File: config.mk
export PLATFORM = sky130hd
export DESIGN_NAME = nld_detector
export DESIGN_NICKNAME = d
export VERILOG_FILES = /design/src/shared/nld_pkg.sv /design/src/design/nld_detector.sv
export SDC_FILE = /design/constraint.sdc
export NUM_CORES = 1
export LEC_CHECK = 0
export BUFFER_PORTS_ARGS = -buffer_cell sky130_fd_sc_hd__buf_4
export CORE_AREA = 4 4 307 158
export CTS_BUF_LIST = sky130_fd_sc_hd__clkbuf_16
export DETAILED_ROUTE_END_ITERATION = 12
export DIE_AREA = 0 0 311 162
export GPL_ROUTABILITY_DRIVEN = 0
export PLACE_DENSITY = 0.49
export SLEW_MARGIN = 10
export SYNTH_ARGS = -nofsm -noshare
export SYNTH_HDL_FRONTEND = slang
export SYNTH_SLANG_ARGS = --single-unit
File: constraint.sdc
create_clock -name clk -period 15.1 [get_ports clk]
set_clock_uncertainty 0.05 [all_clocks]
set_input_delay 3.02 -clock clk [delete_from_list [all_inputs] [get_ports clk]]
set_output_delay 3.02 -clock clk [all_outputs]
set_load 0.05 [all_outputs]
File: src/shared/nld_pkg.sv
// Constants and types of the per-phase no-load detector.
// Assumes one 40 MHz core clock and a simple internal register port from the serial interface.
package nld_pkg;

   localparam int NLD_DW = 16;
   localparam int NLD_AW = 3;
   localparam int NLD_PH = 3;
   localparam int NLD_NCNT = 4;

   // Register indices on the internal register port.
   localparam logic [2:0] NLD_ADDR_ACT_THR = 3'h0;
   localparam logic [2:0] NLD_ADDR_APP_THR = 3'h1;
   localparam logic [2:0] NLD_ADDR_REACT_THR = 3'h2;
   localparam logic [2:0] NLD_ADDR_PHASE_STATE = 3'h3;
   localparam logic [2:0] NLD_ADDR_STATUS = 3'h4;
   localparam logic [2:0] NLD_ADDR_MASK = 3'h5;

   // Status and mask bit positions.
   localparam int NLD_BIT_TOTAL = 0;
   localparam int NLD_BIT_FUND = 1;
   localparam int NLD_BIT_APP = 2;

   // Phase state field positions.
   localparam int NLD_PS_TOTAL_LSB = 0;
   localparam int NLD_PS_FUND_LSB = 3;
   localparam int NLD_PS_APP_LSB = 6;

   // Counter indices.
   localparam int NLD_C_TACT = 0;
   localparam int NLD_C_APP = 1;
   localparam int NLD_C_FACT = 2;
   localparam int NLD_C_FREACT = 3;

   localparam logic [15:0] NLD_THR_RST = 16'h0000;
   localparam logic [15:0] NLD_CNT_MAX = 16'hFFFF;
   localparam logic [2:0] NLD_FLAG_RST = 3'h0;

   // Detector time base: one tick per DSP energy update.
   localparam int NLD_CLK_HZ = 40000000;
   localparam int NLD_TICK_HZ = 8000;
   localparam int NLD_TICK_CYC = NLD_CLK_HZ / NLD_TICK_HZ;

   typedef struct packed {
      logic [2:0] tot_act;
      logic [2:0] app;
      logic [2:0] fund_act;
      logic [2:0] fund_react;
   } nld_lsb_s;

   typedef struct packed {
      logic [2:0] tot_act_en;
      logic [2:0] app_en;
      logic [2:0] fund_act_en;
      logic [2:0] fund_react_en;
   } nld_gate_s;

   typedef struct packed {
      logic sel;
      logic wr;
      logic [2:0] addr;
      logic [15:0] wdata;
   } nld_req_s;

endpackage

File: src/design/nld_detector.sv
// Per-phase no-load detector with thresholds, phase state, status, mask and interrupt line.
// Assumes energy bit strobes are one-cycle pulses synchronous to clk, register port driven by the
// serial interface.
`timescale 1ns/1ps
module nld_detector #(
   parameter int TICK_DIV = nld_pkg::NLD_TICK_CYC
) (
   input wire logic clk,
   input wire logic sys_rst,
   input wire nld_pkg::nld_lsb_s lsb,
   input wire nld_pkg::nld_req_s req,
   output logic [15:0] reg_rdata,
   output nld_pkg::nld_gate_s gate,
   output logic interrupt_line_second_n
);
   import nld_pkg::*;

   typedef struct packed {
      logic [15:0] tick_cnt;
      logic [NLD_NCNT-1:0][NLD_PH-1:0][15:0] cnt;
      logic [NLD_NCNT-1:0][NLD_PH-1:0] expd;
      logic [15:0] active_no_load_threshold;
      logic [15:0] apparent_no_load_threshold;
      logic [15:0] reactive_no_load_threshold;
      logic [2:0] total_no_load_phase_bits;
      logic [2:0] fundamental_no_load_phase_bits;
      logic [2:0] apparent_no_load_phase_bits;
      logic [2:0] interrupt_status_second;
      logic [2:0] interrupt_mask_second;
      logic [15:0] rdata;
      nld_gate_s gate;
      logic irq_n;
   } nld_state_s;

   nld_state_s s_q;
   nld_state_s s_d;

   logic tick;
   logic [15:0] thr_of [NLD_NCNT];

   function automatic logic is_wr(input nld_req_s r, input logic [2:0] a);
      is_wr = r.sel && r.wr && (r.addr == a);
   endfunction

   assign tick = (s_q.tick_cnt == 16'(TICK_DIV - 1));

   // The fundamental active counter reuses the one active threshold.
   always_comb begin
      thr_of[NLD_C_TACT] = s_q.active_no_load_threshold;
      thr_of[NLD_C_APP] = s_q.apparent_no_load_threshold;
      thr_of[NLD_C_FACT] = s_q.active_no_load_threshold;
      thr_of[NLD_C_FREACT] = s_q.reactive_no_load_threshold;
   end

   always_comb begin
      logic [NLD_NCNT-1:0][NLD_PH-1:0] hit;
      logic act_z;
      logic app_z;
      logic rea_z;
      logic [2:0] clr;
      logic [2:0] set;
      hit = {lsb.fund_react, lsb.fund_act, lsb.app, lsb.tot_act};
      act_z = (s_q.active_no_load_threshold == NLD_THR_RST);
      app_z = (s_q.apparent_no_load_threshold == NLD_THR_RST);
      rea_z = (s_q.reactive_no_load_threshold == NLD_THR_RST);
      clr = 3'h0;
      set = 3'h0;
      s_d = s_q;
      s_d.tick_cnt = tick ? 16'h0000 : s_q.tick_cnt + 16'h0001;

      // Each counter starts at the threshold and expires on the first tick that finds it at the top.
      for (int c = 0; c < NLD_NCNT; c++) begin
         for (int p = 0; p < NLD_PH; p++) begin
            if (hit[c][p]) begin
               s_d.cnt[c][p] = thr_of[c];
               s_d.expd[c][p] = 1'b0;
            end else if (tick && !s_q.expd[c][p]) begin
               if (s_q.cnt[c][p] == NLD_CNT_MAX) begin
                  s_d.expd[c][p] = 1'b1;
               end else begin
                  s_d.cnt[c][p] = s_q.cnt[c][p] + 16'h0001;
               end
            end
         end
      end

      for (int p = 0; p < NLD_PH; p++) begin
         // Total detector: both powers silent, or only the enabled one.
         if (act_z && app_z) begin
            s_d.total_no_load_phase_bits[p] = 1'b0;
         end else if (app_z) begin
            s_d.total_no_load_phase_bits[p] = s_d.expd[NLD_C_TACT][p];
         end else if (act_z) begin
            s_d.total_no_load_phase_bits[p] = s_d.expd[NLD_C_APP][p];
         end else begin
            s_d.total_no_load_phase_bits[p] = s_d.expd[NLD_C_TACT][p] && s_d.expd[NLD_C_APP][p];
         end
         // Fundamental detector: a zero threshold counts as always silent on that side.
         s_d.fundamental_no_load_phase_bits[p] = !(act_z && rea_z) &&
            (act_z || s_d.expd[NLD_C_FACT][p]) && (rea_z || s_d.expd[NLD_C_FREACT][p]);
         s_d.apparent_no_load_phase_bits[p] = !app_z && s_d.expd[NLD_C_APP][p];
      end

      s_d.gate.tot_act_en = ~s_d.total_no_load_phase_bits;
      s_d.gate.fund_act_en = act_z ? 3'h7 : ~s_d.fundamental_no_load_phase_bits;
      s_d.gate.fund_react_en = rea_z ? 3'h7 : ~s_d.fundamental_no_load_phase_bits;
      s_d.gate.app_en = ~s_d.apparent_no_load_phase_bits;

      // Any entry or exit sets the group flag, regardless of the mask; set beats clear.
      set[NLD_BIT_TOTAL] = s_d.total_no_load_phase_bits != s_q.total_no_load_phase_bits;
      set[NLD_BIT_FUND] = s_d.fundamental_no_load_phase_bits != s_q.fundamental_no_load_phase_bits;
      set[NLD_BIT_APP] = s_d.apparent_no_load_phase_bits != s_q.apparent_no_load_phase_bits;
      clr = is_wr(req, NLD_ADDR_STATUS) ? req.wdata[2:0] : 3'h0;
      s_d.interrupt_status_second = (s_q.interrupt_status_second & ~clr) | set;

      if (is_wr(req, NLD_ADDR_ACT_THR)) begin
         s_d.active_no_load_threshold = req.wdata;
      end
      if (is_wr(req, NLD_ADDR_APP_THR)) begin
         s_d.apparent_no_load_threshold = req.wdata;
      end
      if (is_wr(req, NLD_ADDR_REACT_THR)) begin
         s_d.reactive_no_load_threshold = req.wdata;
      end
      if (is_wr(req, NLD_ADDR_MASK)) begin
         s_d.interrupt_mask_second = req.wdata[2:0];
      end

      // Line low while any enabled flag stands.
      s_d.irq_n = ~|(s_d.interrupt_status_second & s_d.interrupt_mask_second);

      s_d.rdata = s_q.rdata;
      if (req.sel && !req.wr) begin
         case (req.addr)
            NLD_ADDR_ACT_THR: s_d.rdata = s_q.active_no_load_threshold;
            NLD_ADDR_APP_THR: s_d.rdata = s_q.apparent_no_load_threshold;
            NLD_ADDR_REACT_THR: s_d.rdata = s_q.reactive_no_load_threshold;
            NLD_ADDR_PHASE_STATE: s_d.rdata = {7'h00, s_q.apparent_no_load_phase_bits,
               s_q.fundamental_no_load_phase_bits, s_q.total_no_load_phase_bits};
            NLD_ADDR_STATUS: s_d.rdata = {13'h0000, s_q.interrupt_status_second};
            NLD_ADDR_MASK: s_d.rdata = {13'h0000, s_q.interrupt_mask_second};
            default: s_d.rdata = 16'h0000;
         endcase
      end
   end

   always_ff @(posedge clk or posedge sys_rst) begin
      if (sys_rst) begin
         s_q <= '0;
         s_q.gate <= '1;
         s_q.irq_n <= 1'b1;
      end else begin
         s_q <= s_d;
      end
   end

   assign reg_rdata = s_q.rdata;
   assign gate = s_q.gate;
   assign interrupt_line_second_n = s_q.irq_n;

   property p_total_flag;
      @(posedge clk) disable iff (sys_rst)
      (s_q.total_no_load_phase_bits != $past(s_q.total_no_load_phase_bits)) |-> s_q.interrupt_status_second[0];
   endproperty
   a_total_flag: assert property (p_total_flag) else $error("total flag not set on state change");

   property p_fund_flag;
      @(posedge clk) disable iff (sys_rst)
      $changed(s_q.fundamental_no_load_phase_bits) |-> s_q.interrupt_status_second[1];
   endproperty
   a_fund_flag: assert property (p_fund_flag) else $error("fundamental flag not set on change");

   property p_app_flag;
      @(posedge clk) disable iff (sys_rst)
      $changed(s_q.apparent_no_load_phase_bits) |-> s_q.interrupt_status_second[2];
   endproperty
   a_app_flag: assert property (p_app_flag) else $error("apparent flag not set on change");

   property p_irq_low;
      @(posedge clk) disable iff (sys_rst)
      |(s_q.interrupt_status_second & s_q.interrupt_mask_second) |-> !interrupt_line_second_n;
   endproperty
   a_irq_low: assert property (p_irq_low) else $error("line high with enabled flag");

   property p_irq_masked;
      @(posedge clk) disable iff (sys_rst)
      (s_q.interrupt_mask_second == 3'h0) |-> interrupt_line_second_n;
   endproperty
   a_irq_masked: assert property (p_irq_masked) else $error("line low while all masked");

   property p_w1c;
      @(posedge clk) disable iff (sys_rst)
      (is_wr(req, NLD_ADDR_STATUS) && req.wdata[0] && !$changed(s_d.total_no_load_phase_bits)
         && (s_d.total_no_load_phase_bits == s_q.total_no_load_phase_bits)) |=> !s_q.interrupt_status_second[0];
   endproperty
   a_w1c: assert property (p_w1c) else $error("status bit 0 not cleared");

   property p_disabled;
      @(posedge clk) disable iff (sys_rst)
      (s_q.active_no_load_threshold == 16'h0000 && s_q.apparent_no_load_threshold == 16'h0000)
         |=> (s_q.total_no_load_phase_bits == 3'h0) || $changed(s_q.apparent_no_load_threshold)
         || $changed(s_q.active_no_load_threshold);
   endproperty
   a_disabled: assert property (p_disabled) else $error("total detector active while disabled");

   property p_lsb_restart;
      @(posedge clk) disable iff (sys_rst)
      (lsb.tot_act[0] && s_q.active_no_load_threshold != 16'h0000 && !is_wr(req, NLD_ADDR_ACT_THR))
         |=> !s_q.total_no_load_phase_bits[0] && s_q.gate.tot_act_en[0];
   endproperty
   a_lsb_restart: assert property (p_lsb_restart) else $error("total active bit did not leave no load");

   property p_app_off;
      @(posedge clk) disable iff (sys_rst)
      (s_q.apparent_no_load_threshold == 16'h0000) |=> s_q.apparent_no_load_phase_bits == 3'h0;
   endproperty
   a_app_off: assert property (p_app_off) else $error("apparent detector active while disabled");

   property p_fund_free;
      @(posedge clk) disable iff (sys_rst)
      (s_q.active_no_load_threshold == 16'h0000 && !is_wr(req, NLD_ADDR_ACT_THR)) |=> gate.fund_act_en == 3'h7;
   endproperty
   a_fund_free: assert property (p_fund_free) else $error("fundamental active blocked with zero threshold");

   property p_fund_react_free;
      @(posedge clk) disable iff (sys_rst)
      (s_q.reactive_no_load_threshold == 16'h0000) |=> s_q.gate.fund_react_en == 3'h7;
   endproperty
   a_fund_react_free: assert property (p_fund_react_free) else $error("reactive blocked with zero threshold");

   property p_fund_off;
      @(posedge clk) disable iff (sys_rst)
      (s_q.active_no_load_threshold == 16'h0000 && s_q.reactive_no_load_threshold == 16'h0000)
         |=> s_q.fundamental_no_load_phase_bits == 3'h0;
   endproperty
   a_fund_off: assert property (p_fund_off) else $error("fundamental detector active with both thresholds zero");

   property p_irq_high;
      @(posedge clk) disable iff (sys_rst)
      ((s_q.interrupt_status_second & s_q.interrupt_mask_second) == 3'h0) |-> interrupt_line_second_n;
   endproperty
   a_irq_high: assert property (p_irq_high) else $error("line low with no enabled flag");

   property p_status_sticky;
      @(posedge clk) disable iff (sys_rst)
      (s_q.interrupt_status_second[0] && !(is_wr(req, NLD_ADDR_STATUS) && req.wdata[0]))
         |=> s_q.interrupt_status_second[0];
   endproperty
   a_status_sticky: assert property (p_status_sticky) else $error("status bit 0 cleared without a write of one");

   property p_unmasked_flag;
      @(posedge clk) disable iff (sys_rst)
      ($changed(s_q.apparent_no_load_phase_bits) && s_q.interrupt_mask_second == 3'h0)
         |-> s_q.interrupt_status_second[2] && interrupt_line_second_n;
   endproperty
   a_unmasked_flag: assert property (p_unmasked_flag) else $error("masked flag not set or line pulled low");

   property p_fund_w1c;
      @(posedge clk) disable iff (sys_rst)
      (is_wr(req, NLD_ADDR_STATUS) && req.wdata[1]
         && (s_d.fundamental_no_load_phase_bits == s_q.fundamental_no_load_phase_bits))
         |=> !s_q.interrupt_status_second[1];
   endproperty
   a_fund_w1c: assert property (p_fund_w1c) else $error("status bit 1 not cleared");

   property p_app_w1c;
      @(posedge clk) disable iff (sys_rst)
      (is_wr(req, NLD_ADDR_STATUS) && req.wdata[2]
         && (s_d.apparent_no_load_phase_bits == s_q.apparent_no_load_phase_bits))
         |=> !s_q.interrupt_status_second[2];
   endproperty
   a_app_w1c: assert property (p_app_w1c) else $error("status bit 2 not cleared");

   // Read data reflects the register contents at the request edge and then stands.
   property p_rd_state;
      @(posedge clk) disable iff (sys_rst)
      (req.sel && !req.wr && req.addr == NLD_ADDR_PHASE_STATE) |=> reg_rdata == {7'h00,
         $past(s_q.apparent_no_load_phase_bits), $past(s_q.fundamental_no_load_phase_bits),
         $past(s_q.total_no_load_phase_bits)};
   endproperty
   a_rd_state: assert property (p_rd_state) else $error("phase state read wrong");

   property p_rd_status;
      @(posedge clk) disable iff (sys_rst)
      (req.sel && !req.wr && req.addr == NLD_ADDR_STATUS)
         |=> reg_rdata == {13'h0000, $past(s_q.interrupt_status_second)};
   endproperty
   a_rd_status: assert property (p_rd_status) else $error("status read wrong");

   property p_rd_hold;
      @(posedge clk) disable iff (sys_rst)
      !(req.sel && !req.wr) |=> $stable(reg_rdata);
   endproperty
   a_rd_hold: assert property (p_rd_hold) else $error("read data moved without a read");

   property p_mask_write;
      @(posedge clk) disable iff (sys_rst)
      is_wr(req, NLD_ADDR_MASK) |=> s_q.interrupt_mask_second == $past(req.wdata[2:0]);
   endproperty
   a_mask_write: assert property (p_mask_write) else $error("mask write lost");

   property p_thr_write;
      @(posedge clk) disable iff (sys_rst)
      is_wr(req, NLD_ADDR_ACT_THR) |=> s_q.active_no_load_threshold == $past(req.wdata);
   endproperty
   a_thr_write: assert property (p_thr_write) else $error("active threshold write lost");

   // Restart, expiry and gating checks repeat for every phase.
   for (genvar gp = 0; gp < NLD_PH; gp++) begin : g_phase
      property p_app_restart;
         @(posedge clk) disable iff (sys_rst)
         (lsb.app[gp] && s_q.apparent_no_load_threshold != 16'h0000)
            |=> !s_q.apparent_no_load_phase_bits[gp] && s_q.gate.app_en[gp];
      endproperty
      a_app_restart: assert property (p_app_restart) else $error("apparent bit did not leave no load");

      property p_fund_restart;
         @(posedge clk) disable iff (sys_rst)
         (lsb.fund_act[gp] && s_q.active_no_load_threshold != 16'h0000)
            |=> !s_q.fundamental_no_load_phase_bits[gp] && s_q.gate.fund_act_en[gp];
      endproperty
      a_fund_restart: assert property (p_fund_restart) else $error("fundamental active bit ignored");

      property p_react_restart;
         @(posedge clk) disable iff (sys_rst)
         (lsb.fund_react[gp] && s_q.reactive_no_load_threshold != 16'h0000)
            |=> !s_q.fundamental_no_load_phase_bits[gp] && s_q.gate.fund_react_en[gp];
      endproperty
      a_react_restart: assert property (p_react_restart) else $error("fundamental reactive bit ignored");

      property p_total_expire;
         @(posedge clk) disable iff (sys_rst)
         (tick && s_q.cnt[NLD_C_TACT][gp] == NLD_CNT_MAX && !lsb.tot_act[gp]
            && s_q.active_no_load_threshold != 16'h0000 && s_q.apparent_no_load_threshold == 16'h0000)
            |=> s_q.total_no_load_phase_bits[gp] && !s_q.gate.tot_act_en[gp];
      endproperty
      a_total_expire: assert property (p_total_expire) else $error("active silence did not enter no load");

      property p_gate_follow;
         @(posedge clk) disable iff (sys_rst)
         s_q.gate.tot_act_en[gp] == !s_q.total_no_load_phase_bits[gp]
            && s_q.gate.app_en[gp] == !s_q.apparent_no_load_phase_bits[gp];
      endproperty
      a_gate_follow: assert property (p_gate_follow) else $error("gate does not follow phase state");
   end

   // Main scenarios: entry of each detector, the interrupt and a flag clear.
   c_total_enter: cover property (@(posedge clk) disable iff (sys_rst) $rose(s_q.total_no_load_phase_bits[0]));
   c_fund_enter: cover property (@(posedge clk) disable iff (sys_rst) $rose(s_q.fundamental_no_load_phase_bits[1]));
   c_irq: cover property (@(posedge clk) disable iff (sys_rst) $fell(interrupt_line_second_n));
   c_app_enter: cover property (@(posedge clk) disable iff (sys_rst) $rose(s_q.apparent_no_load_phase_bits[2]));
   c_status_clear: cover property (@(posedge clk) disable iff (sys_rst) $fell(s_q.interrupt_status_second[0]));

endmodule

After elaboration in Yosys (flattened, before gate mapping)
Cells that the tools add are included.
{ "word_totals": {"register_bits": 312, "output_inout_bits": 29, "wordCells": 255} }
{ "classes": {"bitwise_logic": 7, "addsub": 13, "reduce_logical": 84, "n_mux": 87, "n_eq_ne": 33} }
{ "ops": {"columns": ["cell", "n"], "rows": [
  ["$mux 16", 37],
  ["$add 16x1->16 const B", 13],
  ["$eq 16x16->1 const B", 12],
  ["$pmux 16 s6", 1],
  ["$logic_not 16->1", 3],
  ["$mux 1", 45],
  ["$logic_and 1x1->1", 33],
  ["$ne 2x2->1 const B", 12],
  ["$reduce_and 2->1", 12],
  ["$reduce_bool 2->1", 12],
  ["$eq 16x13->1 const B", 1],
  ["$logic_not 1->1", 16],
  ["$mux 3", 4],
  ["$not 3->3", 4],
  ["$ne 3x3->1", 3],
  ["$and 3x3->3", 2],
  ["$eq 3x2->1 const B", 2],
  ["$eq 3x3->1 const B", 2],
  ["$logic_or 1x1->1", 6],
  ["$eq 3x1->1 const B", 1],
  ["$logic_not 3->1", 1],
  ["$or 3x3->3", 1],
  ["$reduce_or 3->1", 1]
]} }

Logic depth before layout (Yosys ltp)
Gate-level depths: netlist of the first run.
{ "logic_depth": {"depth_word": 13, "ltp_mapped": 11} }

Worst setup path before layout of the first run
No wires, ideal clock.
{ "synth_timing": {"kind": "input-to-reg", "startpoint": "input port req[17] (netlist bit)", "endpoint": "register s_q[44] (netlist bit)", "setup_time_ns": 0.125, "arrival_time_ns": 4.685, "cell_stages": 4, "path_buffers": 2, "path_slack_ns": 10.240, "path_cell_list": "clkbuf_1 -> nor3b_1 -> clkbuf_1 -> mux2_2"} }
{ "synth_via": {"elab_chain_len": 2} }
{ "synth_rtl": {"columns": ["element", "line", "source"], "rows": [
  ["from (decl)", "nld_detector.sv:11", "input wire nld_pkg::nld_req_s req,"],
  ["$eq 3x2->1", "nld_detector.sv:42", "is_wr = r.sel && r.wr && (r.addr == a);"],
  ["$logic_and 1x1->1", "nld_detector.sv:42", null],
  ["to (decl)", "nld_detector.sv:35", "nld_state_s s_q;"]
]} }
Every way passes these cells.
A chain may end at the register's enable or synchronous reset.

==> results of run 1 <==
-- stage by stage --
| step | power, mW | utilization (%) | area (um2) | hold slack, ns | setup WS, ns |
|---|---|---|---|---|---|
| after floorplan | 1.404 | - | 15950 | 0.3979 | 3.422 |
| after global placement | 1.573 | 36.34 | 16750 | 0.4242 | 9.333 |
| after detailed placement | 1.581 | 36.34 | 16750 | 0.4296 | 9.303 |
| after CTS | 2.413 | 38.62 | 17800 | 0.4437 | 9.928 |
| after global routing | 2.516 | 38.62 | 17810 | 0.4600 | 9.603 |
| final | 2.394 | 38.62 | 17810 | 0.4383 | 10.11 |
-- metal layers --
metal	vias to the layer above	wire, um	track usage, %
met4	0	884	3.561
met2	252	17860	24.59
met5	-	0	0
li1	5590	-	-
met3	53	1990	2.780
met1	5591	24020	29.10
-- worst max-delay path by stage --
stage	to	depth (start not counted)	slack, ns	from
floorplan	reg_rdata[0]	1	3.42	sys_rst
global placement	s_q[270]	4	9.33	sys_rst
detailed placement	s_q[270]	4	9.30	sys_rst
CTS	s_q[270]	4	9.93	sys_rst
global route	s_q[269]	4	9.60	sys_rst
finish	s_q[250]	4	10.11	sys_rst
-- cells by family after synthesis --
| family | share of synthesized area [%] |
|---|---|
| DFF | 49.06 |
| AOI/OAI and AO/OA | 8.740 |
| and+or+nand+nor | 20.16 |
| muxes | 6.378 |
| buffers and inverters | 3.711 |
| adders and majority gates | 1.020 |
| xor gates and xnor gates | 10.93 |
-- worst max-delay path, delay by kind of cell --
family / cells / cell delay, ns
buffers and inverters: 4 / 2.27
-- final cells by class --
| type | instances | area, um2 | area share, % |
|---|---|---|---|
| repair buffers | 72 | 540.5 | 3.035 |
| well taps | 609 | 762.0 | 4.279 |
| clock inverters | 25 | 275.3 | 1.546 |
| diodes | 1 | 2.502 | 0.01405 |
| multi-input cells | 1174 | 7537 | 42.33 |
| flip-flops and latches | 312 | 7824 | 43.94 |
| clock buffers | 31 | 775.7 | 4.356 |
| inverters | 22 | 90.09 | 0.5059 |
-- report_power, final --
| group | total [mW] | switching [mW] | leakage, nW | internal [mW] |
|---|---|---|---|---|
| Sequential | 1.22 | 0.240 | 3.95 | 0.981 |
| Clock | 0.824 | 0.359 | 0.521 | 0.464 |
| Combinational | 0.350 | 0.187 | 2.71 | 0.163 |
-- cells in the final DEF (no fill, tap or decap), types with 3 or more instances in the layout --
cell | netlist | final
nor3_1 | 8 | 8
nand4_1 | 68 | 68
clkbuf_16 | 0 | 31
a22o_1 | 13 | 13
nand2b_1 | 5 | 5
nor2b_1 | 5 | 5
and2b_1 | 3 | 3
mux2_2 | 51 | 51
mux4_2 | 9 | 9
bufinv_16 | 0 | 5
nor3_4 | 4 | 4
mux2i_1 | 24 | 24
and4_1 | 24 | 24
nor2_2 | 4 | 4
ha_1 | 13 | 13
inv_1 | 22 | 22
clkinv_2 | 0 | 5
nor3b_2 | 4 | 5
xnor2_1 | 77 | 77
nor2_1 | 68 | 68
and2_1 | 8 | 8
inv_6 | 0 | 6
xor2_1 | 122 | 122
nor4_1 | 22 | 22
nand3_1 | 67 | 67
buf_4 | 28 | 72
dfstp_2 | 13 | 13
a21oi_1 | 15 | 15
and3_1 | 23 | 23
o21ai_1 | 35 | 35
nand2_1 | 288 | 288
nor3_2 | 9 | 9
o21ai_0 | 171 | 171
dfrtp_1 | 299 | 299
clkinv_1 | 0 | 5
-- flip-flops by register name, indices dropped and copies added (netlist names) --
name	flops
gate	12
interrupt_line_second_n	1
s_q	283
reg_rdata	16
==> impl_metrics.ini, run 1 <==
[outcome]
outcome = completed

[timing]
post-route-min-period_ns = 4.991
setup_violations = 0
setup_tns_ns = 0
final_hold_viol_count = 0
slew_headroom_pct = 31.73
slew_viol_final = 0
max_slew.worst_pin.slew_ns = 1.024
fin_crit_sh_pct = 33.05
fmax_ghz = 0.2004
rsz0062_at_grt = no

[place]
numPortBuffers = 63
dpl.cell_count = 2189
dp_hpwl_um = 30970

[min_path]
holdPathEnd = reg_rdata[1]
min_from = reg_rdata[1]
hold_path_class = reg -> reg
holdPathStages = 2

[finish]
fillCellCount = 4572
final_nets = 1661
drive_gt1_share_pct = 14.12
final_cells = 2246
syn_to_final_growth_pct = 11.66

[yosys]
ys_seq_elements = 312
synth_top_area_share_pct = 46.92
synth-edff-count = 0
syn_nets = 1661
synth_area_leaders = dfrtp_1 (47%), nand2_1 (6.8%), xor2_1 (6.7%), o21ai_0 (5.4%), xnor2_1 (4.2%)
netlist_instances = 1613
synth_common_cells = dfrtp_1 (299), nand2_1 (288), o21ai_0 (171), xor2_1 (122), xnor2_1 (77)
yosysSeqAreaShare_pct = 49.06
avgSynthCellArea_um2 = 9.887
yosysMostFrequentCell = dfrtp_1
synthesis.area_um2 = 15950
yosys.area.top_type = dfrtp_1
yosysWarnings = 0
synthArstFlopShare_pct = 100.0
synth_cell_types = 59
yosys_most_used_dff = dfrtp_1

[die]
rows = 56
dieWidth_um = 311
ioPinCount = 64
die_area_um2 = 50380
die_h_um = 162
core-area_um2 = 46100
start_util_pct = 34.59

[worst_setup_path]
worstReg2RegEnd = s_q[275]
endpoint_kind = asynchronous set/reset pin
crit_fanout = 110
startpoint_type = primary input
r2r_cells = 9
slowest_delay_ns = 0.87
worst-setup-path-type = in -> async
crit_top_cell = buf_4
required_ns = 15.62
crit_arrival_ns = 5.51
r2r-start = s_q[296]
crit_path_top_delay_cell = buf_4
reg2reg_slack_ns = 11.77
path_cells = buf_4 > inv_8 > buf_4 > buf_4

[run]
max_cap_violations = 0

[detailed_routing]
ant_nets = 0
first_pass_iters = 5
dr_total_vias = 11490
drc = 0
vias_per_cell = 5.114
wl_per_cell_um = 19.93
drtIter0Drc = 913
drt-total-wl_um = 44760

[cts]
cts.sinks = 312
cts_resized = 0
insertion_delay_ns = 0.57
root_buffer = clkbuf_16
post_cts_buffers = 0
numCtsBuffers = 31
cts_hold_buffers = 0
cts_tree = built
path_clk_slew_ns = 0.07
htree_levels = 1
clockBufferDepth = 3

[global_route]
grtUsageTotal_pct = 17.86
grt_first_pass_wirelength_um = 70060
grt_max_degree = 111
first_global_vias = 11170
antenna_found_initial = 2
grt_overflow_total = 0

[power_and_ir_drop]
p_per_area_nw_per_um2 = 134.4
p_leak_nw = 7.183
vdd_drop_max_uv = 84.28
No activity file was read; power rests on OpenSTA's default activity.
==> run 2, diff against run 1 <==
==> constraint.sdc (replaced) <==
create_clock -name clk -period 4.9 [get_ports clk]
set_clock_uncertainty 0.05 [all_clocks]
set_input_delay 0.98 -clock clk [delete_from_list [all_inputs] [get_ports clk]]
set_output_delay 0.98 -clock clk [all_outputs]
set_load 0.05 [all_outputs]
==> impl_metrics.ini, run 2 (synthesis gave the netlist of run 1 again) <==
[die]
ioPinCount = 64
start_util_pct = 34.59
rows = 56
die_h_um = 162
core-area_um2 = 46100
dieWidth_um = 311
die_area_um2 = 50380

[outcome]
outcome = completed

[power_and_ir_drop]
p_leak_nw = 7.221
p_per_area_nw_per_um2 = 412.2
vdd_drop_max_uv = 271.7
power_mw = 7.371

[finish]
final_cell_mix = dfrtp_1 (299), nand2_1 (288), o21ai_0 (171)
final_util_pct = 38.79
syn_to_final_growth_pct = 12.13
max_flop_register = s_q
final_common_cell = dfrtp_1
largest_reg_flops = 283
drive_gt1_share_pct = 14.42
final_nets = 1668

[timing]
fin_crit_sh_pct = 69.47
fmax_ghz = 0.2937
slew_viol_final = 0
setup_violations = 0
max_slew.worst_pin.slew_ns = 1.099
final_hold_viol_count = 0
post-route-min-period_ns = 3.404
slew_headroom_pct = 26.05
rsz0062_at_grt = no

[cts]
cts_tree = built
post_cts_buffers = 0
cts_resized = 0
clockBufferDepth = 3
cts_hold_buffers = 0
insertion_delay_ns = 0.60
cts.sinks = 312
path_clk_slew_ns = 0.07
root_buffer = clkbuf_16
numCtsBuffers = 30
htree_levels = 1

[min_path]
holdPathStages = 2
hold_path_class = reg -> reg

[worst_setup_path]
endpoint_kind = flip-flop
path_buf_inv = 0
required_ns = 5.35
startpoint_type = flip-flop
reg2reg_slack_ns = 1.50
cp_top_family = simple AND/OR/NAND/NOR gates
crit_arrival_ns = 3.86
crit_path_top_delay_cell = and4_1
crit_fanout = 21
worst-setup-path-type = reg -> reg
path_cells = ha_1 > nor4b_4 > and4_1 > a41oi_1 > o21ai_0 > o211a_1 > xnor2_1 > nand3_1 > a221oi_1
r2r_cells = 9
slowest_delay_ns = 0.84
cp.depth = 9

[global_route]
grt_first_pass_wirelength_um = 70260
met1_usage_pct = 28.73
grt_overflow_total = 0
grt_use_met3_pct = 2.678
first_global_vias = 11300
grt_max_degree = 101
antenna_found_initial = 1
busiest_layer = met1
grtUsageTotal_pct = 17.87
met2_usage_pct = 25.28

[detailed_routing]
drt-total-wl_um = 45070
first_pass_iters = 5
wl_per_cell_um = 19.99
dr_total_vias = 11490
vias_per_cell = 5.097
drc = 0
ant_nets = 0
drtIter0Drc = 968

[run]
max_cap_violations = 0

[place]
dp_hpwl_um = 31440
numPortBuffers = 63
==> run 2: cell count changes in the layout (fill, tap and decap cells not counted), moves of 2 or more <==
cell,change
clkinvlp_4,+2
clkinv_2,+2
inv_6,-6
buf_12,+2
buf_4,+6
==> run 2: routing by layer <==
| layer | routed length [um] | vias up |
|---|---|---|
| li1 | - | 5588 |
| met2 | 18270 | 225 |
| met3 | 2239 | 59 |
| met5 | 13 | - |
| met4 | 876 | 2 |
| met1 | 23670 | 5615 |
==> run 2: path summary, 6_finish.rpt <==
kind | from | to
min in group asynchronous | sys_rst | s_q[236]
setup reg to reg | s_q[296] | interrupt_line_second_n
hold reg to reg | reg_rdata[0] | reg_rdata[0]
max in group asynchronous | sys_rst | s_q[172]
hold / removal | reg_rdata[0] | reg_rdata[0]
setup / recovery | s_q[296] | interrupt_line_second_n
==> run 2: where the power goes <==
part	switching (mW)	total [mW]	leakage [nW]	internal, mW
Combinational	0.647	1.17	2.76	0.519
Sequential	0.659	3.68	3.95	3.02
Clock	1.09	2.52	0.517	1.44
==> run 2: final cells by class <==
class / count / area [um2]
clock buffer: 30 / 750.7
multi-input combinational: 1174 / 7537
sequential: 312 / 7824
timing repair buffer: 80 / 625.6
clock inverter: 26 / 294.0
fill: 4568 / 28220
tap: 609 / 762.0
antenna: 1 / 2.502
inverter: 22 / 86.33
==> run 2: stage by stage <==
step | setup slack, ns | instances | TNS (ns) | area [um2] | hold WS (ns)
after floorplan | -0.2743 | 1613 | -82.01 | 15950 | 0.3979
after global placement | 1.724 | 2197 | 0 | 16830 | 0.4186
after detailed placement | 1.554 | 2197 | 0 | 16830 | 0.4256
after CTS | 1.520 | 2253 | 0 | 17880 | 0.4407
after global routing | 1.192 | 2253 | 0 | 17880 | 0.4701
final | 1.496 | 2254 | 0 | 17880 | 0.4391
==> run 2: worst min-delay path, cell delays in order, from the launching register on <==
cell	delay (ns)
dfrtp_1	0.35
nand2_1	0.05
o21ai_0	0.06
==> run 3, diff against run 2 <==
--- a/config.mk
+++ b/config.mk
@@ -5,11 +5,12 @@
 export SDC_FILE = /design/constraint.sdc
 export NUM_CORES = 1
 export LEC_CHECK = 0
+export ABC_AREA = 1
 export BUFFER_PORTS_ARGS = -buffer_cell sky130_fd_sc_hd__buf_4
-export CORE_AREA = 4 4 307 158
+export CORE_AREA = 4 4 318 164
 export CTS_BUF_LIST = sky130_fd_sc_hd__clkbuf_16
 export DETAILED_ROUTE_END_ITERATION = 12
-export DIE_AREA = 0 0 311 162
+export DIE_AREA = 0 0 322 168
 export GPL_ROUTABILITY_DRIVEN = 0
 export PLACE_DENSITY = 0.49
 export SLEW_MARGIN = 10
==> constraint.sdc (replaced) <==
create_clock -name clk -period 3.5 [get_ports clk]
set_clock_uncertainty 0.05 [all_clocks]
set_input_delay 0.7 -clock clk [delete_from_list [all_inputs] [get_ports clk]]
set_output_delay 0.7 -clock clk [all_outputs]
set_load 0.05 [all_outputs]
==> impl_metrics.ini, run 3 <==
[yosys]
yosysSeqAreaShare_pct = 45.79
yosysWarnings = 0
syn_nets = 2110
yosys.area.top_type = dfrtp_1
avgSynthCellArea_um2 = 8.286
ys_seq_elements = 312
synth_common_cells = nand2_1 (411), dfrtp_1 (299), inv_1 (256), nor2_1 (185), o21ai_0 (140)
yosys_most_used_dff = dfrtp_1
synth-edff-count = 0
synthArstFlopShare_pct = 100.0
yosysMostFrequentCell = nand2_1
synth_cell_types = 58
synth_area_leaders = dfrtp_1 (44%), nand2_1 (9.0%), inv_1 (5.6%), xor2_1 (4.4%), o21ai_0 (4.1%)
synth_top_area_share_pct = 43.79
netlist_instances = 2062
synthesis.area_um2 = 17090

[detailed_routing]
first_pass_iters = 5
vias_per_cell = 5.322
dr_total_vias = 14940
wl_per_cell_um = 20.78
drc = 0
drtIter0Drc = 1926
ant_nets = 0
drt-total-wl_um = 58350

[place]
dpl.cell_count = 2750
dp_slack_ns = 0.7943
dp_hpwl_um = 43910
numPortBuffers = 63

[finish]
final_nets = 2171
largest_reg_flops = 283
drive_gt1_share_pct = 10.57
final_cells = 2808
fillCellCount = 5038
final_common_cell = nand2_1
final_cell_mix = nand2_1 (411), dfrtp_1 (299), inv_1 (260)
syn_to_final_growth_pct = 13.42
max_flop_register = s_q

[power_and_ir_drop]
p_sw_share_pct = 33.65
pwr-share-seq_pct = 47.6
p_int_mw = 6.939
comb_power_share_pct = 18.0
p_sw_mw = 3.519
vdd_drop_max_uv = 487.6
p_leak_nw = 8.631
clockPowerShare_pct = 34.4
p_per_area_nw_per_um2 = 539.7

[cts]
cts_tree = built
post_cts_buffers = 0
cts_resized = 0
clockBufferDepth = 3
path_clk_slew_ns = 0.07
numCtsBuffers = 31
cts.sinks = 312
insertion_delay_ns = 0.59
root_buffer = clkbuf_16
htree_levels = 1
cts_hold_buffers = 0

[worst_setup_path]
crit_fanout = 6
startpoint_type = flip-flop
cp_top_family = simple AND/OR/NAND/NOR gates
slowest_delay_ns = 0.53
endpoint_kind = flip-flop
path_buf_inv = 0
crit_top_cell = nand2_1
required_ns = 3.97
worst-setup-path-type = reg -> reg
crit_arrival_ns = 3.29
path_cells = nor4_1 > nand2_1 > nor2_1 > nand2_1 > nand3_2 > nand2_1 > nand2_1 > nor2_1 > nand2_1 > nand2_1 > nand2_1 > nor2_2
crit_path_top_delay_cell = dfrtp_1

[timing]
setup_violations = 0
slew_headroom_pct = 36.86
slew_viol_final = 0
rsz0062_at_grt = no
max_slew.worst_pin.slew_ns = 0.9448
post-route-min-period_ns = 2.824
fin_crit_sh_pct = 80.69
fmax_ghz = 0.3541
final_hold_viol_count = 0
worst_slack_ns = 0.6758
setup_tns_ns = 0

[global_route]
grt_overflow_total = 0
grt_max_degree = 57
antenna_found_initial = 1
grtUsageTotal_pct = 21.49
grt_first_pass_wirelength_um = 89380
first_global_vias = 13950

[outcome]
outcome = completed

[die]
core-area_um2 = 49490
die_h_um = 168
rows = 58
start_util_pct = 34.52
die_area_um2 = 54100
ioPinCount = 64
dieWidth_um = 322

[run]
max_cap_violations = 0

[min_path]
hold_path_class = in -> async
[run 3: cell types whose count changed in the layout (fill, tap and decap cells not counted), sizes merged, moves of 54 or more]
cell and delta:
a22oi +68, inv +243, nand2 +131, nor2 +129, o21ai -56, o221ai +54
[run 3: layout make-up]
cell class,instances,area [um2],share of cell area (%)
inverters,267,1006,5.191
multi-input cells,1410,7841,40.47
diodes,1,2.502,0.01291
clock inverters,26,281.5,1.453
well taps,660,825.8,4.262
clock buffers,31,775.7,4.003
flip-flops and latches,312,7824,40.38
repair buffers,101,820.8,4.236
[run 3: path summary, 6_finish.rpt]
check                           slack [ns]  cells after the start      from                       to
worst max-delay path                  0.68                     12   s_q[61]  interrupt_line_second_n
worst min-delay path                  0.17                      2   sys_rst                 s_q[296]
worst max register to register        0.68                     12   s_q[61]  interrupt_line_second_n
worst min register to register        0.41                      1  s_q[296]                 s_q[296]
max in group asynchronous             2.20                      3   sys_rst                 s_q[290]
min in group clk                      0.31                      2   req[19]            reg_rdata[14]
[run 3: per-stage QoR]
stage / utilization (%) / instance area, um2 / hold WS [ns] / power [mW]
CTS: 39.15 / 19370 / 0.1660 / 10.51
floorplan: - / 17090 / 0.3829 / 6.022
global placement: 37.01 / 18320 / 0.3962 / 6.856
detailed placement: 37.01 / 18320 / 0.4061 / 6.874
global route: 39.15 / 19370 / 0.2077 / 10.98
finish: 39.15 / 19380 / 0.1748 / 10.46
[run 3: kinds of logic (layout without fill, tap and decap cells)]
kind of cell,after synthesis,after routing,synth area share [%]
flip-flops,312,312,45.79
buffers and inverters,340,425,8.312
other,0,1,0
adder cells (fa/ha/maj),13,13,0.9521
multiplexers,9,9,0.5932
XOR/XNOR,136,136,6.972
AO/OA/AOI/OAI,415,415,15.73
AND/OR/NAND/NOR,837,837,21.65
[run 3: routing by layer]
metal	global-route usage, %	up-vias	wire length, um
li1	-	7031	-
met1	36.01	7285	30350
met2	27.63	573	21930
met3	4.517	54	5167
met4	3.670	0	911
met5	0	-	0
[run 3: power groups by stage]
stage	clock, mW	sequential [mW]	combinational, mW
6_report	3.60	4.98	1.88
5_1_grt	3.83	5.05	2.10
4_1_cts	3.69	4.95	1.87
3_5_place_dp	0	5.01	1.87
3_3_place_gp	0	5.01	1.85
2_1_floorplan	0	4.70	1.32
